**config.mk**
```make
export PLATFORM = sky130hd
export DESIGN_NAME = adc_clock_and_filter_config
export DESIGN_NICKNAME = d
export VERILOG_FILES = /design/src/adc_clk_filt_pkg.sv /design/src/adc_clock_and_filter_config.sv
export VERILOG_INCLUDE_DIRS = /design/src
export SDC_FILE = /design/constraint.sdc
export NUM_CORES = 1
export LEC_CHECK = 0
export ABC_AREA = 0
export BUFFER_PORTS_ARGS = -buffer_cell sky130_fd_sc_hd__buf_2
export CAP_MARGIN = 10
export CORE_MARGIN = 4
export CORE_UTILIZATION = 51
export CTS_BUF_LIST = sky130_fd_sc_hd__clkbuf_16
export DETAILED_ROUTE_END_ITERATION = 8
export PLACE_DENSITY = 0.76
export SLEW_MARGIN = 20
export SYNTH_ARGS = -nofsm -noshare
export SYNTH_HDL_FRONTEND = slang
export SYNTH_SLANG_ARGS = --single-unit
export TNS_END_PERCENT = 30
```
**constraint.sdc**
```tcl
create_clock -name clk -period 4.87 [get_ports clk]
set_input_delay 0.487 -clock clk [delete_from_list [all_inputs] [get_ports clk]]
set_output_delay 0.487 -clock clk [all_outputs]
set_load 0.01 [all_outputs]
```
**src/adc_clk_filt_defines.svh**
```systemverilog
`ifndef ADC_CLK_FILT_DEFINES_SVH
`define ADC_CLK_FILT_DEFINES_SVH

// ****************************************************************
// register indices and byte addresses
// ****************************************************************
`define IDX_CONVERTER_MODE   8'h01
`define IDX_SETUP_CONFIG0    8'h20
`define IDX_FILTER_CONFIG0   8'h28
`define IDX_CLOCK_STATUS     8'h07
`define ADDR_OF(idx)         ({idx, 2'b00})

// ****************************************************************
// reset values
// ****************************************************************
`define RST_CONVERTER_MODE   16'h0000
`define RST_SETUP_CONFIG0    16'h1000
`define RST_FILTER_CONFIG    16'h0000

// ****************************************************************
// field positions
// ****************************************************************
`define MODE_REF_EN          15
`define MODE_CONCEAL_SETTLE_WAIT      14
`define MODE_ONE_CYCLE_SETTLING        13
`define MODE_CLKSEL_HI       3
`define MODE_CLKSEL_LO       2
`define MODE_MASK            16'he77c
`define SETUP_MASK           16'h1fb0
`define FILT_MAP_BIT         15
`define FILT_ORDER_HI        6
`define FILT_ORDER_LO        5
`define FILT_ODR_HI          4
`define FILT_ODR_LO          0
`define FILT_REJ_INDEX       5'h0b

// ****************************************************************
// clock and rate figures
// ****************************************************************
`define OSC_HZ               16000000
`define MASTER_CLK_HZ        2000000
`define SINC5_RATE_SPS       31250
`define OSC_DIV              (`OSC_HZ / `MASTER_CLK_HZ)
`define SINC5_DEC            (`MASTER_CLK_HZ / 2 / `SINC5_RATE_SPS)
`define SINC3_SETTLE_PERIODS 3
`define SINGLE_SETTLE_DEC    12

`endif

```
**src/adc_clk_filt_pkg.sv**
```systemverilog
package adc_clk_filt_pkg;

  // clock source codes of the select field
  typedef enum logic [1:0] {
    SRC_INTERNAL = 2'b00,
    SRC_INT_OUT  = 2'b01,
    SRC_EXTERNAL = 2'b10,
    SRC_CRYSTAL  = 2'b11
  } clock_src_t;

  // filter path codes of the order field
  typedef enum logic [1:0] {
    FILT_SINC5_SINC1 = 2'b00,
    FILT_RESERVED    = 2'b01,
    FILT_REJECTION   = 2'b10,
    FILT_SINC3       = 2'b11
  } filter_kind_t;

endpackage : adc_clk_filt_pkg

```
**src/adc_clock_and_filter_config.sv**
```systemverilog
`timescale 1ns/1ps
`include "adc_clk_filt_defines.svh"

// Overview of operation
// - conversion logic timed by 2 MHz master tick
// - clock source chosen by mode bits 3:2
// - reset selects internal oscillator
// - internal 16 MHz oscillator divided by eight
// - crystal 16 MHz divided to 2 MHz
// - external clock pin drives master directly
// - all rates follow actual master clock
// - option drives oscillator out on io pin
// - active setup picks filter register
// - sinc5+sinc1, sinc3, rejection filters offered
// - sinc5 stage at 31.25 kSPS from a 2 MHz master
// - sinc5+sinc1 at 2.6 kSPS settles once
// - sinc3 settles after three periods
// - map bit makes rest direct decimation
// - map rate is modulator over 32 times value
// - modulator runs at half master clock
// - mode register layout at index 0x01
// - setup register layout at index 0x20
module adc_clock_and_filter_config
  import adc_clk_filt_pkg::*;
(
  input  wire logic        clk,
  input  wire logic        reset_n,
  input  wire logic        hsel,
  input  wire logic [31:0] haddr,
  input  wire logic [1:0]  htrans,
  input  wire logic        hwrite,
  input  wire logic [2:0]  hsize,
  input  wire logic        hready,
  input  wire logic [31:0] hwdata,
  output logic      [31:0] hrdata,
  output logic             hreadyout,
  output logic             hresp,
  input  wire logic        internal_osc_clk,
  input  wire logic        crystal_input_pin,
  input  wire logic        crystal_clock_io_pin_in,
  output logic             crystal_clock_io_pin_out,
  output logic             crystal_clock_io_pin_oe_n,
  input  wire logic [1:0]  active_setup,
  output logic             modulator_tick,
  output logic             result_valid,
  output logic             result_settled,
  output logic      [15:0] converter_mode,
  output logic      [15:0] setup_config
);

  // ****************************************************************
  // registers and helpers
  // ****************************************************************
  logic [15:0]  converter_mode_control;
  logic [15:0]  setup_config_zero;
  logic [15:0]  filter_config_reg [4];
  logic         wr_pend;
  logic [7:0]   wr_idx;
  logic         osc_s1, osc_s2, osc_s3;
  logic         xtal_s1, xtal_s2, xtal_s3;
  logic         io_s1, io_s2, io_s3;
  logic         osc_rise, xtal_rise, io_rise, div_edge;
  logic [2:0]   div_cnt;
  logic         master_tick, mod_phase, mod_tick_c;
  logic [4:0]   mod_count;
  logic         sinc5_tick;
  logic [15:0]  dec_count, decim;
  logic         result_tick;
  logic [1:0]   settle_cnt, prev_setup;
  logic         restart, settled_now;
  clock_src_t   src;
  filter_kind_t kind;
  logic [15:0]  active_filt;

  // sinc1 decimation, in sinc5 results, per rate index
  function automatic logic [15:0] odr_decim(input logic [4:0] idx);
    case (idx)
      5'h00:   odr_decim = 16'h0001;
      5'h01:   odr_decim = 16'h0002;
      5'h02:   odr_decim = 16'h0003;
      5'h03:   odr_decim = 16'h0006;
      5'h04:   odr_decim = 16'h000c;
      5'h05:   odr_decim = 16'h001f;
      5'h06:   odr_decim = 16'h003e;
      5'h07:   odr_decim = 16'h0052;
      5'h08:   odr_decim = 16'h009c;
      5'h09:   odr_decim = 16'h0138;
      5'h0a:   odr_decim = 16'h020d;
      5'h0b:   odr_decim = 16'h0275;
      5'h0c:   odr_decim = 16'h061a;
      default: odr_decim = 16'h0757;
    endcase
  endfunction : odr_decim

  // register read mux by word index
  function automatic logic [31:0] reg_read(input logic [7:0] idx);
    case (idx)
      `IDX_CONVERTER_MODE: reg_read = {16'h0000, converter_mode_control};
      `IDX_SETUP_CONFIG0:  reg_read = {16'h0000, setup_config_zero};
      `IDX_FILTER_CONFIG0: reg_read = {16'h0000, filter_config_reg[0]};
      8'h29:               reg_read = {16'h0000, filter_config_reg[1]};
      8'h2a:               reg_read = {16'h0000, filter_config_reg[2]};
      8'h2b:               reg_read = {16'h0000, filter_config_reg[3]};
      `IDX_CLOCK_STATUS:   reg_read = {27'h0000000, settle_cnt,
                                       result_settled, src};
      default:             reg_read = 32'h00000000;
    endcase
  endfunction : reg_read

  // ****************************************************************
  // ahb-lite slave
  // ****************************************************************
  assign hreadyout = 1'b1;
  assign hresp     = 1'b0;

  // address phase capture and registered read data
  always_ff @(posedge clk or negedge reset_n) begin
    if (!reset_n) begin
      wr_pend <= 1'b0;
      wr_idx  <= 8'h00;
      hrdata  <= 32'h00000000;
    end else begin
      wr_pend <= 1'b0;
      if (hsel && hready && htrans[1]) begin
        wr_pend <= hwrite && haddr[31:10] == 22'h000000;
        wr_idx  <= haddr[9:2];
        if (!hwrite && haddr[31:10] == 22'h000000) begin
          hrdata <= reg_read(haddr[9:2]);
        end else begin
          hrdata <= 32'h00000000;
        end
      end
    end
  end

  // data phase writes; reserved bits held at zero
  always_ff @(posedge clk or negedge reset_n) begin
    if (!reset_n) begin
      converter_mode_control <= `RST_CONVERTER_MODE;
      setup_config_zero      <= `RST_SETUP_CONFIG0;
      for (int i = 0; i < 4; i++) begin
        filter_config_reg[i] <= `RST_FILTER_CONFIG;
      end
    end else if (wr_pend) begin
      case (wr_idx)
        `IDX_CONVERTER_MODE:
          converter_mode_control <= hwdata[15:0] & `MODE_MASK;
        `IDX_SETUP_CONFIG0:
          setup_config_zero <= hwdata[15:0] & `SETUP_MASK;
        `IDX_FILTER_CONFIG0: filter_config_reg[0] <= hwdata[15:0];
        8'h29:               filter_config_reg[1] <= hwdata[15:0];
        8'h2a:               filter_config_reg[2] <= hwdata[15:0];
        8'h2b:               filter_config_reg[3] <= hwdata[15:0];
        default: ;
      endcase
    end
  end

  assign converter_mode = converter_mode_control;
  assign setup_config   = setup_config_zero;

  // ****************************************************************
  // clock source synchronisers
  // ****************************************************************
  always_ff @(posedge clk or negedge reset_n) begin
    if (!reset_n) begin
      {osc_s1, osc_s2, osc_s3}    <= 3'h0;
      {xtal_s1, xtal_s2, xtal_s3} <= 3'h0;
      {io_s1, io_s2, io_s3}       <= 3'h0;
    end else begin
      {osc_s1, osc_s2, osc_s3}    <= {internal_osc_clk, osc_s1, osc_s2};
      {xtal_s1, xtal_s2, xtal_s3} <= {crystal_input_pin, xtal_s1, xtal_s2};
      {io_s1, io_s2, io_s3} <= {crystal_clock_io_pin_in, io_s1, io_s2};
    end
  end

  assign osc_rise  = osc_s2 & ~osc_s3;
  assign xtal_rise = xtal_s2 & ~xtal_s3;
  assign io_rise   = io_s2 & ~io_s3;

  // source decode from the select field
  assign src = clock_src_t'(converter_mode_control[`MODE_CLKSEL_HI:
                                                   `MODE_CLKSEL_LO]);

  // oscillator out on the shared pin when selected
  always_ff @(posedge clk or negedge reset_n) begin
    if (!reset_n) begin
      crystal_clock_io_pin_out  <= 1'b0;
      crystal_clock_io_pin_oe_n <= 1'b1;
    end else begin
      crystal_clock_io_pin_out  <= (src == SRC_INT_OUT) & osc_s2;
      crystal_clock_io_pin_oe_n <= (src != SRC_INT_OUT);
    end
  end

  // ****************************************************************
  // master and modulator ticks
  // ****************************************************************
  assign div_edge = (src == SRC_CRYSTAL) ? xtal_rise : osc_rise;

  // divide 16 MHz edges to the 2 MHz master tick
  always_ff @(posedge clk or negedge reset_n) begin
    if (!reset_n) begin
      div_cnt <= 3'h0;
    end else if (src != SRC_EXTERNAL && div_edge) begin
      div_cnt <= div_cnt + 3'h1;
    end
  end

  always_comb begin
    case (src)
      SRC_EXTERNAL: master_tick = io_rise;
      SRC_INTERNAL,
      SRC_INT_OUT,
      SRC_CRYSTAL:  master_tick = div_edge &&
                                  div_cnt == 3'(`OSC_DIV - 1);
      default:      master_tick = 1'b0;
    endcase
  end

  // modulator on every second master tick
  always_ff @(posedge clk or negedge reset_n) begin
    if (!reset_n) begin
      mod_phase <= 1'b0;
    end else if (master_tick) begin
      mod_phase <= ~mod_phase;
    end
  end

  assign mod_tick_c = master_tick & mod_phase;

  always_ff @(posedge clk or negedge reset_n) begin
    if (!reset_n) begin
      modulator_tick <= 1'b0;
    end else begin
      modulator_tick <= mod_tick_c;
    end
  end

  // ****************************************************************
  // filter configuration and decimation
  // ****************************************************************
  assign active_filt = filter_config_reg[active_setup];
  assign kind = filter_kind_t'(active_filt[`FILT_ORDER_HI:
                                           `FILT_ORDER_LO]);

  // decimation in sinc5 results for the active path
  always_comb begin
    if (active_filt[`FILT_MAP_BIT]) begin
      decim = {1'b0, active_filt[14:0]};
    end else if (kind == FILT_REJECTION) begin
      decim = odr_decim(`FILT_REJ_INDEX);
    end else begin
      decim = odr_decim(active_filt[`FILT_ODR_HI:`FILT_ODR_LO]);
    end
    if (decim == 16'h0000) begin
      decim = 16'h0001;
    end
  end

  // sinc5 stage: one result per 32 modulator ticks
  always_ff @(posedge clk or negedge reset_n) begin
    if (!reset_n) begin
      mod_count <= 5'h00;
    end else if (mod_tick_c) begin
      mod_count <= mod_count + 5'h01;
    end
  end

  assign sinc5_tick = mod_tick_c &&
                      mod_count == 5'(`SINC5_DEC - 1);

  // output decimation over sinc5 results
  always_ff @(posedge clk or negedge reset_n) begin
    if (!reset_n) begin
      dec_count <= 16'h0000;
    end else if (restart) begin
      dec_count <= 16'h0000;
    end else if (sinc5_tick) begin
      if (dec_count >= decim - 16'h0001) begin
        dec_count <= 16'h0000;
      end else begin
        dec_count <= dec_count + 16'h0001;
      end
    end
  end

  assign result_tick = sinc5_tick && !restart &&
                       dec_count >= decim - 16'h0001;

  // ****************************************************************
  // settling tracking
  // ****************************************************************
  assign restart = (wr_pend && (wr_idx == `IDX_CONVERTER_MODE ||
                   wr_idx[7:2] == 6'h0a)) || prev_setup != active_setup;

  always_comb begin
    if (kind == FILT_SINC3 || active_filt[`FILT_MAP_BIT]) begin
      settled_now = settle_cnt == 2'(`SINC3_SETTLE_PERIODS - 1);
    end else if (decim >= 16'(`SINGLE_SETTLE_DEC)) begin
      settled_now = 1'b1;
    end else begin
      settled_now = settle_cnt != 2'h0;
    end
  end

  // result count since restart, saturating
  always_ff @(posedge clk or negedge reset_n) begin
    if (!reset_n) begin
      settle_cnt <= 2'h0;
      prev_setup <= 2'h0;
    end else begin
      prev_setup <= active_setup;
      if (restart) begin
        settle_cnt <= 2'h0;
      end else if (result_tick && settle_cnt != 2'h3) begin
        settle_cnt <= settle_cnt + 2'h1;
      end
    end
  end

  // result strobe; single-cycle mode hides unsettled data
  always_ff @(posedge clk or negedge reset_n) begin
    if (!reset_n) begin
      result_valid   <= 1'b0;
      result_settled <= 1'b0;
    end else begin
      result_valid <= result_tick && (settled_now ||
                      !converter_mode_control[`MODE_ONE_CYCLE_SETTLING]);
      if (restart) begin
        result_settled <= 1'b0;
      end else if (result_tick) begin
        result_settled <= settled_now;
      end
    end
  end
endmodule : adc_clock_and_filter_config

```
### Yosys cells after proc, flatten, opt, wreduce, memory -nomap -nowiden

Memory sizes are Yosys's and may differ from the RTL's.
Index checks and enable logic that the tools add are counted.

| word-level totals | value |
|---|---|
| output and inout bits | 71 |
| bits in read-only memories | 176 |
| input bits | 79 |
| flip-flop bits (word level) | 167 |
| word-level logic and storage cells | 128 |
| memories kept | 1 |

| cells by class | value |
|---|---|
| add/sub/neg operators | 5 |
| reduce and logical (&&, ||, !) cells | 33 |
| multiplexer cells | 21 |
| bitwise gates (word level) | 10 |
| order comparisons | 3 |
| eq/ne operators | 26 |

Memory list:

| memory | words | bits a word | read ports | clocked after memory_dff | wr ports | RTL line | RTL |
|---|---|---|---|---|---|---|---|
| (no name shown) | 16 | 11 | 1 | 0 | 0 | adc_clock_and_filter_config.sv:77 | `case (idx)` |

Operator list:

| cell | number |
|---|---|
| 2-to-1 mux 16 bit | 10 |
| case mux 16 bit (7 select lines) | 1 |
| equality test 8 x 6 -> 1 bit, second input constant | 10 |
| binary-select mux 16 bit (select 2 bit) | 1 |
| zero test 22 bit | 1 |
| adder 16 x 1 -> 16 bit, second input constant | 1 |
| equality test 8 x 1 -> 1 bit, second input constant | 2 |
| greater-or-equal comparator 16 bit | 1 |
| greater-or-equal comparator 16 x 4 -> 1 bit, second input constant | 1 |
| zero test 16 bit | 1 |
| subtractor 16 x 1 -> 16 bit, second input constant | 1 |
| logical AND 1 bit | 12 |
| AND reduction 2 bit | 6 |
| equality test 2 bit, second input constant | 5 |
| equality test 8 x 3 -> 1 bit, second input constant | 1 |
| nonzero test 2 bit | 4 |
| equality test 6 x 4 -> 1 bit, second input constant | 1 |
| 2-to-1 mux 1 bit | 6 |
| adder 5 x 1 -> 5 bit, second input constant | 1 |
| AND 1 bit | 5 |
| equality test 5 bit, second input constant | 1 |
| logical OR 1 bit | 4 |
| 2-to-1 mux 2 bit | 2 |
| != test 2 bit, second input constant | 2 |
| other kinds (13) | 18 |

### Longest topological paths before layout

Gate-level depths: netlist of the first run.
An unclocked memory read counts as a cell.

| logic depth | value |
|---|---|
| depth after elaboration | 16 |
| depth in mapped cells | 25 |
| mapped depth without buffers | 19 |

### Worst setup path before layout of the first run

No wires, ideal clock.

| path | value |
|---|---|
| path type | input port to flip-flop |
| start | in active_setup[1] |
| end | reg dec_count[10] |
| arrival | 5,336 ps |
| path slack | -554 ps |
| library setup time | 87 ps |
| stages on the path | 24 |
| cell sequence | buf_2 -> buf_2 -> mux4_2 -> buf_2 -> nor2b_1 -> a32oi_1 -> nand3b_1 -> nor4_1 -> a31oi_1 -> ha_1 -> o21ai_0 -> or3b_1 -> buf_2 -> or4_1 -> a31oi_1 -> ha_1 -> a31oi_1 -> o21ai_0 -> nand3_1 -> o211a_1 -> clkbuf_1 -> clkbuf_1 -> o211ai_1 -> a22oi_1 |

| between the ends | value |
|---|---|
| longest elaborated chain between the ends | 15 |

RTL lines:

| what | RTL line | RTL |
|---|---|---|
| from (decl) | adc_clock_and_filter_config.sv:43 | `input wire logic [1:0] active_setup,` |
| inverter 2 -> 3 bit (not written as such) | adc_clock_and_filter_config.sv:243 | `assign active_filt = filter_config_reg[active_setup];` |
| binary-select mux 16 bit (select 2 bit) | adc_clock_and_filter_config.sv:243 |  |
| 2-to-1 mux 16 bit (not written as such) (2 in series) | adc_clock_and_filter_config.sv:243 |  |
| memory (16 x 11 bit) | - |  |
| 2-to-1 mux 16 bit | adc_clock_and_filter_config.sv:77 |  |
| 2-to-1 mux 16 bit | adc_clock_and_filter_config.sv:251 | `end else if (kind == FILT_REJECTION) begin` |
| 2-to-1 mux 16 bit | adc_clock_and_filter_config.sv:249 | `` if (active_filt[`FILT_MAP_BIT]) begin `` |
| zero test 16 bit | adc_clock_and_filter_config.sv:256 | `if (decim == 16'h0000) begin` |
| 2-to-1 mux 16 bit | adc_clock_and_filter_config.sv:256 |  |
| subtractor 16 x 1 -> 16 bit | adc_clock_and_filter_config.sv:280 | `if (dec_count >= decim - 16'h0001) begin` |
| greater-or-equal comparator 16 bit | adc_clock_and_filter_config.sv:280 |  |
| 2-to-1 mux 16 bit | adc_clock_and_filter_config.sv:280 |  |
| 2-to-1 mux 16 bit | adc_clock_and_filter_config.sv:279 | `end else if (sinc5_tick) begin` |
| 2-to-1 mux 16 bit | adc_clock_and_filter_config.sv:277 | `end else if (restart) begin` |
| to (signal assigned) | adc_clock_and_filter_config.sv:283 | `dec_count <= dec_count + 16'h0001;` |
| to (decl) | adc_clock_and_filter_config.sv:67 | `logic [15:0] dec_count, decim;` |

Parallel ways exist; a longest one is shown, timed or not. The select of a mux whose other input is x is not followed.
A chain may end at the register's enable or synchronous reset.

### Final worst setup path of the first run

| path | value |
|---|---|
| start | in active_setup[0] |
| end | reg settle_cnt[0] |

| between the ends | value |
|---|---|
| longest elaborated chain between the ends | 15 |

RTL lines:

| what | RTL line | RTL |
|---|---|---|
| inverter 2 -> 3 bit (not written as such) | adc_clock_and_filter_config.sv:243 |  |
| binary-select mux 16 bit (select 2 bit) | adc_clock_and_filter_config.sv:243 |  |
| 2-to-1 mux 16 bit (not written as such) (2 in series) | adc_clock_and_filter_config.sv:243 |  |
| memory (16 x 11 bit) | - |  |
| 2-to-1 mux 16 bit | adc_clock_and_filter_config.sv:77 |  |
| 2-to-1 mux 16 bit | adc_clock_and_filter_config.sv:251 |  |
| 2-to-1 mux 16 bit | adc_clock_and_filter_config.sv:249 |  |
| zero test 16 bit | adc_clock_and_filter_config.sv:256 |  |
| 2-to-1 mux 16 bit | adc_clock_and_filter_config.sv:256 |  |
| subtractor 16 x 1 -> 16 bit | adc_clock_and_filter_config.sv:289 | `dec_count >= decim - 16'h0001;` |
| greater-or-equal comparator 16 bit | adc_clock_and_filter_config.sv:289 |  |
| logical AND 1 bit | adc_clock_and_filter_config.sv:288 | `assign result_tick = sinc5_tick && !restart &&` |
| logical AND 1 bit | adc_clock_and_filter_config.sv:316 | `end else if (result_tick && settle_cnt != 2'h3) begin` |
| nonzero test 2 bit (no line) | - |  |
| to (signal assigned) | adc_clock_and_filter_config.sv:317 | `settle_cnt <= settle_cnt + 2'h1;` |
| to (decl) | adc_clock_and_filter_config.sv:69 | `logic [1:0] settle_cnt, prev_setup;` |

Parallel ways exist; a longest one is shown, timed or not. The select of a mux whose other input is x is not followed.

==> results of run 1 <==
## synthesized netlist by cell type (all sizes together), types with 6 or more instances
library cell / number / area, um2
a31oi: 10 / 62.56
nor2: 38 / 142.6
or4: 8 / 63.81
o2111ai: 17 / 148.9
nor2b: 10 / 62.56
a22oi: 14 / 105.1
a21oi: 14 / 70.07
nand4: 6 / 37.54
buf: 44 / 326.6
xnor2: 6 / 52.55
nand2b: 6 / 37.54
o21ai: 34 / 170.2
clkbuf: 29 / 108.9
a221oi: 14 / 122.6
mux2: 107 / 1205
mux4: 16 / 360.4
o211ai: 17 / 137.6
nand3b: 6 / 45.04
or2: 6 / 37.54
a222oi: 7 / 70.07
and3: 7 / 43.79
nand3: 23 / 115.1
inv: 25 / 93.84
and2: 9 / 56.30
nor4: 7 / 43.79
ha: 26 / 325.3
nand2: 58 / 217.7
nor3: 17 / 85.08
xor2: 9 / 78.83
dfrtp: 149 / 3729
## layer usage
layer	track usage [%]	wire [um]
met1	31.44	9980
met2	39.77	12120
met3	5.249	1702
met4	8.320	349
met5	0	0
## where the power goes
group          leakage, nW  switching, mW  internal [mW]  total (mW)
Clock                0.290          0.608          0.735        1.34
Combinational         2.66          0.256          0.230       0.486
Sequential            2.00         0.0457           1.31        1.35
Total                 4.95          0.911           2.27        3.18
## how the worst max path moves through the flow
stage | from | endpoint | slack, ns | cells after the start
after floorplan | active_setup[0] | dec_count[10]$_DFFE_PN0P_ | 0.0008 | 22
after global placement | active_setup[0] | dec_count[10]$_DFFE_PN0P_ | -0.34 | 20
after detailed placement | active_setup[0] | dec_count[5]$_DFFE_PN0P_ | -0.48 | 20
after CTS | filter_config_reg[22]$_DFFE_PN0P_ | dec_count[10]$_DFFE_PN0P_ | 0.02 | 19
after global routing | active_setup[1] | settle_cnt[0]$_DFFE_PN0P_ | -0.08 | 20
final | active_setup[0] | settle_cnt[0]$_DFFE_PN0P_ | 0.1 | 22
## kinds of logic (layout without fill, tap and decap cells)
group           count (synthesis)  count (layout)  share of synthesized area, %
simple gates                  218             218                         13.16
buf+inv                       101             229                         6.226
flops                         151             151                         43.55
fa+ha+maj                      26              26                         3.747
compound gates                158             158                         13.46
mux                           125             126                         18.26
xor+xnor                       15              15                         1.513
other cells                     2              33                       0.08650
## final cells by class
class | instances | area, um2 | area share (%)
clock buffer | 17 | 425.4 | 3.953
tap | 220 | 275.3 | 2.558
timing repair buffer | 169 | 1166 | 10.84
inverter | 28 | 105.1 | 0.9767
antenna | 1 | 2.502 | 0.02326
clock inverter | 15 | 180.2 | 1.674
sequential | 151 | 3781 | 35.14
multi-input combinational | 575 | 4825 | 44.84
## stage by stage
stage / setup WS [ns] / hold WS (ns) / cells
4_1_cts: 0.02154 / 0.1566 / 1162
2_1_floorplan: 0.0007856 / 0.1914 / 826
3_3_place_gp: -0.3438 / 0.3328 / 1130
3_5_place_dp: -0.4756 / 0.3371 / 1130
6_report: 0.09615 / 0.1698 / 1176
5_1_grt: -0.08360 / 0.1582 / 1176
## timing repair
item                       CTS  global route
hold buffers                 0             0
cloned                       0             4
pin swaps                    0            13
setup buffers                0            10
gates resized for setup      2            52
setup endpoints to repair   18            20
==> implementation parameters, run 1 <==
Parameter                              Value

STA
  Worst-margin pin slew ... 1.060 ns
  Setup TNS after final layout ... 0 ns
  Final count of hold timing violations ... 0
  Post-route clock skew ... 0.01135 ns
  Post-route minimum period ... 4.774 ns
  Maximum clock frequency ... 209.5 MHz
  Count of final max-slew check failures ... 0
  Tcrit/Tclk final ... 98.03%
  Unrepaired setup endpoints after global routing ... true
  Relative slew slack ... 29.27%
  Setup violations, final ... 0

Cells and area
  Commonest cells after routing, fill and taps aside ... 149 x dfrtp_1, 105 x mux2_2, 94 x buf_2
  Area growth syn-to-layout ... 23.94%
  Utilization after layout ... 64.66%
  Share of final-layout standard cells stronger than drive strength 1 ... 39.69%
  Fillcell total ... 1266
  Layout net count ... 1047
  Most common cell after layout, fill and taps aside ... dfrtp_1
  Cell area after layout ... 10760 um2
  Number of flip-flops in the largest register ... 64

Pwr
  Largest voltage drop on the vdd net ... 0.0002400 V
  Total power per unit cell area ... 295.9 nW/um2
  Total power after layout ... 3.184 mW
  Leakage power ... 4.948 nW

Yosys
  Yosys synthesis warning count ... 0
  Ys flop type ... dfrtp_1
  Count of flip-flops with a built-in enable after synthesis ... 0
  Post-synthesis instance area ... 8682 um2
  Proportion of register bits with asynchronous set or reset after synthesis ... 100.0%
  Synthesized instance count ... 796
  Sequential share of the synthesized area ... 43.55%
  Flip-flop and latch count after synthesis ... 151
  Syn_area_per_cell ... 10.91 um2
  Count of cell types in the netlist ... 68

Die
  Std cell rows ... 47
  Die height ... 138.5 um
  Die area ... 19180 um2
  Initial cell density of the core ... 52.17%
  Number of ports placed on the die boundary ... 150
  Core ar. ... 16640 um2
  Floorplan die width ... 138.5 um

Clock network
  Clock latency on the worst-skew pair ... 0.43 ns
  Clock Tree Root ... clkbuf_16
  CTS clock-pin slew for the worst setup and hold paths ... 0.07 ns
  Number of buffers inserted during clock tree synthesis ... 17
  Max H-tree Level ... 4
  TritonCTS clock tree ... built
  Number of clock sinks ... 151
  Max Root-Sink Buffers ... 2

Global route
  First-pass GRT wire length ... 37.31 mm
  Via count of the first global-routing pass ... 7060
  Antenna violations before repair ... 1
  Pin count of the biggest net entering global routing ... 106
  Combined global-route utilization of all metal layers ... 24.02%
  Leftover overflow at the end of global routing ... 0

Worst setup path
  Length in cells of the worst reg-to-reg path ... 18
  Startpoint type of the worst setup path ... input port
  Crit Path Class ... input port to register
  CP max stage cell ... or4_4
  Largest stage delay on the critical path ... 0.49 ns
  Minimum setup slack among reg-to-reg paths ... 0.11 ns
  Required time at the worst-slack endpoint ... 5.22 ns
  Worst endpoint data arrival time ... 5.13 ns
  Source of the worst register-to-register timing path ... filter_config_reg[1]$_DFFE_PN0P_
  Cell chain of the critical path ... buf_4, buf_12, mux4_2, buf_6, clkbuf_16, o211ai_1, a32oi_1, a311o_1, nor4_4, a31oi_1, ha_2, o21ai_2, or3b_4, or4_4, a31oi_4, ha_4, o21ai_1, o21ai_1, nand3_2, o211a_1, or4_4, a21oi_2
  Kind of end point of the critical path ... register
  Max FO, Critical Path ... 6
  Worst r2r dst ... settle_cnt[0]$_DFFE_PN0P_
  Delay-heaviest family, CP ... compound AO/OA/AOI/OAI gates
  Crit path buffers/inverters ... 4

Detailed routing
  Residual DRC count ... 0
  Number of antenna-violating nets in the routed design ... 0
  Detail-routed net length per standard cell ... 20.54 um
  Wire length reported by the detailed router ... 24.16 mm
  Number of DRC markers after the initial detailed-route iteration ... 651
  DRT Pass-1 Iters ... 7
  Vias ... 7191
  Routed via count divided by cell count ... 6.115

Hold path
  Hold-critical path depth ... 1
  Hold Crit Endpoint ... osc_s1$_DFF_PN0_
  Class of the tightest hold or removal check ... input port to register
  Worst hold start ... internal_osc_clk

Placement
  Placer congestion estimate ... 0.8639
  Post-detail-place hpwl ... 15.76 mm
  Buffers added on ports ... 96
  Cell Area, Placed ... 9712 um2

Run status
  Result of the run ... complete, no violations

Job
  Number of max-cap violations ... 0
Note: power is estimated with default switching activity, not from simulation.
==> inputs of run 2 (changes only) <==
--- a/config.mk
+++ b/config.mk
@@ -8,12 +8,12 @@
 export LEC_CHECK = 0
 export ABC_AREA = 0
 export BUFFER_PORTS_ARGS = -buffer_cell sky130_fd_sc_hd__buf_2
-export CAP_MARGIN = 10
+export CAP_MARGIN = 20
 export CORE_MARGIN = 4
-export CORE_UTILIZATION = 51
+export CORE_UTILIZATION = 35
 export CTS_BUF_LIST = sky130_fd_sc_hd__clkbuf_16
 export DETAILED_ROUTE_END_ITERATION = 8
-export PLACE_DENSITY = 0.76
+export PLACE_DENSITY = 0.55
 export SLEW_MARGIN = 20
 export SYNTH_ARGS = -nofsm -noshare
 export SYNTH_HDL_FRONTEND = slang
==> run 2 against run 1 <==
  * Wire length rose by 3.9%
  * Critical path depth up 1
  * Hold slack worse by 0.047 ns
  * Non-clock buffer count is 31 higher
  * Global-route usage decreased by 6.0 points
  * Clock skew rose by 0.0038 ns
  * Power up 3.4%
  * Flip-flop and latch count stayed put
  * Worst setup slack got worse by 0.021 ns
  * Largest power group is now the clock network
  * Highest routed layer unchanged
==> implementation parameters, run 2 (synthesis gave the netlist of run 1 again) <==
Parameter                              Value

Global route
  Via count of the first global-routing pass ... 6852
  First-pass GRT wire length ... 38.17 mm
  Combined global-route utilization of all metal layers ... 18.02%
  Pin count of the biggest net entering global routing ... 89
  Leftover overflow at the end of global routing ... 0
  Antenna violations before repair ... 0

Clock network
  Number of buffers inserted during clock tree synthesis ... 17
  Max Root-Sink Buffers ... 2
  CTS clock-pin slew for the worst setup and hold paths ... 0.07 ns
  Hold buffer count at cts ... 0
  Clock latency on the worst-skew pair ... 0.43 ns
  TritonCTS clock tree ... built
  Clock Tree Root ... clkbuf_16
  Max H-tree Level ... 4
  Number of clock sinks ... 151

Worst setup path
  Length in cells of the worst reg-to-reg path ... 20
  Required time at the worst-slack endpoint ... 5.21 ns
  Worst endpoint data arrival time ... 5.14 ns
  Minimum setup slack among reg-to-reg paths ... 0.11 ns
  Max FO, Critical Path ... 6
  Worst r2r dst ... dec_count[15]$_DFFE_PN0P_
  Largest stage delay on the critical path ... 0.58 ns
  CP max stage cell ... mux4_2
  Kind of end point of the critical path ... register
  Most repeated library cell on the critical path ... buf_4
  Crit path launch ... active_setup[0]
  Startpoint type of the worst setup path ... input port
  Cell chain of the critical path ... buf_6, buf_12, buf_4, mux4_2, buf_4, buf_4, mux2_2, o221ai_4, nand3_2, nor4_4, a31oi_2, ha_2, o21ai_1, or3b_4, xor2_2, ha_1, and3_1, a221o_1, a31oi_4, o211a_4, buf_12, o211ai_1, o211ai_1
  Crit Path Class ... input port to register
  Source of the worst register-to-register timing path ... filter_config_reg[17]$_DFFE_PN0P_

Die
  Std cell rows ... 57
  Core ar. ... 24390 um2
  Initial cell density of the core ... 35.60%
  Die height ... 165.5 um
  Die area ... 27390 um2
  Floorplan die width ... 165.5 um
  Number of ports placed on the die boundary ... 150

Placement
  Buffers added on ports ... 96
  Worst-case setup slack after placement ... -0.5952 ns
  Post-detail-place hpwl ... 17.23 mm
  Placer congestion estimate ... 0.8815

Pwr
  Internal power of the cells ... 2.386 mW
  Combinational share of power ... 15.3%
  Total power per unit cell area ... 295.8 nW/um2
  Leakage power ... 5.120 nW
  Switching share of power ... 27.53%
  Net switching power ... 906.3 uW
  Total power after layout ... 3.292 mW
  Clock power share ... 43.6%
  Reg power frac ... 41.1%
  Largest voltage drop on the vdd net ... 0.0001957 V

STA
  Setup TNS after final layout ... 0 ns
  Unrepaired setup endpoints after global routing ... true
  Tcrit/Tclk final ... 98.46%
  Final count of hold timing violations ... 0
  Maximum clock frequency ... 208.6 MHz
  Post-route clock skew ... 0.01514 ns
  Relative slew slack ... 22.97%
  Count of final max-slew check failures ... 0
  Setup slack after layout ... 0.07514 ns
  Worst hold margin ... 0.1231 ns
  Worst-margin pin slew ... 1.152 ns
  Post-route minimum period ... 4.795 ns
  Setup violations, final ... 0

Cells and area
  Commonest cells after routing, fill and taps aside ... 149 x dfrtp_1, 107 x mux2_2, 94 x buf_2
  Antenna diodes ... 0
  Number of flip-flops in the largest register ... 64
  Share of final-layout standard cells stronger than drive strength 1 ... 41.28%
  Fillcell total ... 2292
  Most common cell after layout, fill and taps aside ... dfrtp_1
  Layout net count ... 1078
  Area growth syn-to-layout ... 28.20%
  Utilization after layout ... 45.63%

Detailed routing
  Wire length reported by the detailed router ... 25.10 mm
  DRT Pass-1 Iters ... 5
  Number of DRC markers after the initial detailed-route iteration ... 426
  Detail-routed net length per standard cell ... 19.16 um
  Routed via count divided by cell count ... 5.411
  Residual DRC count ... 0
  Number of antenna-violating nets in the routed design ... 0
  Vias ... 7088

Run status
  Result of the run ... complete, no violations

Hold path
  Class of the tightest hold or removal check ... input port to asynchronous set/reset pin

Job
  Number of max-cap violations ... 0
-- run 2: cell count changes in the layout (fill, tap and decap cells not counted), sizes merged --
cell      previous run  this run
clkinv               7         5
buf                166       197
bufinv               1         3
clkinvlp             2         0
diode                1         0
inv                 33        35
-- run 2: area by class of cell --
| type | count | area [um2] | share of cell area, % |
|---|---|---|---|
| clock buffer | 17 | 425.4 | 3.822 |
| clock inverter | 15 | 203.9 | 1.832 |
| inverter | 28 | 105.1 | 0.9442 |
| multi-input combinational | 575 | 4807 | 43.19 |
| sequential | 151 | 3781 | 33.97 |
| tap | 324 | 405.4 | 3.642 |
| timing repair buffer | 200 | 1403 | 12.60 |
-- run 2: how the worst max path moves through the flow --
| stage | to | slack [ns] |
|---|---|---|
| 5_1_grt | dec_count[7]$_DFFE_PN0P_ | -0.13 |
| 6_report | dec_count[15]$_DFFE_PN0P_ | 0.08 |
| 2_1_floorplan | dec_count[10]$_DFFE_PN0P_ | 0.0008 |
| 4_1_cts | dec_count[15]$_DFFE_PN0P_ | -0.004 |
| 3_3_place_gp | settle_cnt[0]$_DFFE_PN0P_ | -0.47 |
| 3_5_place_dp | dec_count[15]$_DFFE_PN0P_ | -0.60 |
-- run 2: power groups by stage --
stage	logic [mW]	registers [mW]	clock network (mW)
6_report	0.505	1.35	1.43
5_1_grt	0.556	1.36	1.53
4_1_cts	0.437	1.35	1.47
3_5_place_dp	0.427	1.38	0
3_3_place_gp	0.419	1.37	0
2_1_floorplan	0.279	1.36	0
-- run 2: routing by layer --
layer	track usage (%)	share of wire [%]	vias to the layer above
li1	-	-	3299
met1	24.39	45	3565
met2	30.09	49	189
met3	3.524	4.5	35
met4	4.049	1.8	0
met5	0	0	-
-- run 2: worst max-delay path, delay by kind of cell --
family | cells | cell delay (ns)
simple gates | 4 | 0.85
buf+inv | 6 | 0.79
fa+ha+maj | 2 | 0.51
compound gates | 8 | 1.46
mux | 2 | 0.83
xor+xnor | 1 | 0.19
-- run 2: stage by stage --
step,cells,instance area [um2]
finish,1310,11130
global route,1310,11130
CTS,1291,10680
detailed placement,1256,9986
global placement,1256,9986
floorplan,826,8902
-- run 2: timing repair --
item                       CTS  global route
cloned                       0             4
pin swaps                    5            24
buffers inserted             3            16
setup endpoints to repair   19            20
gates resized for setup      9            48
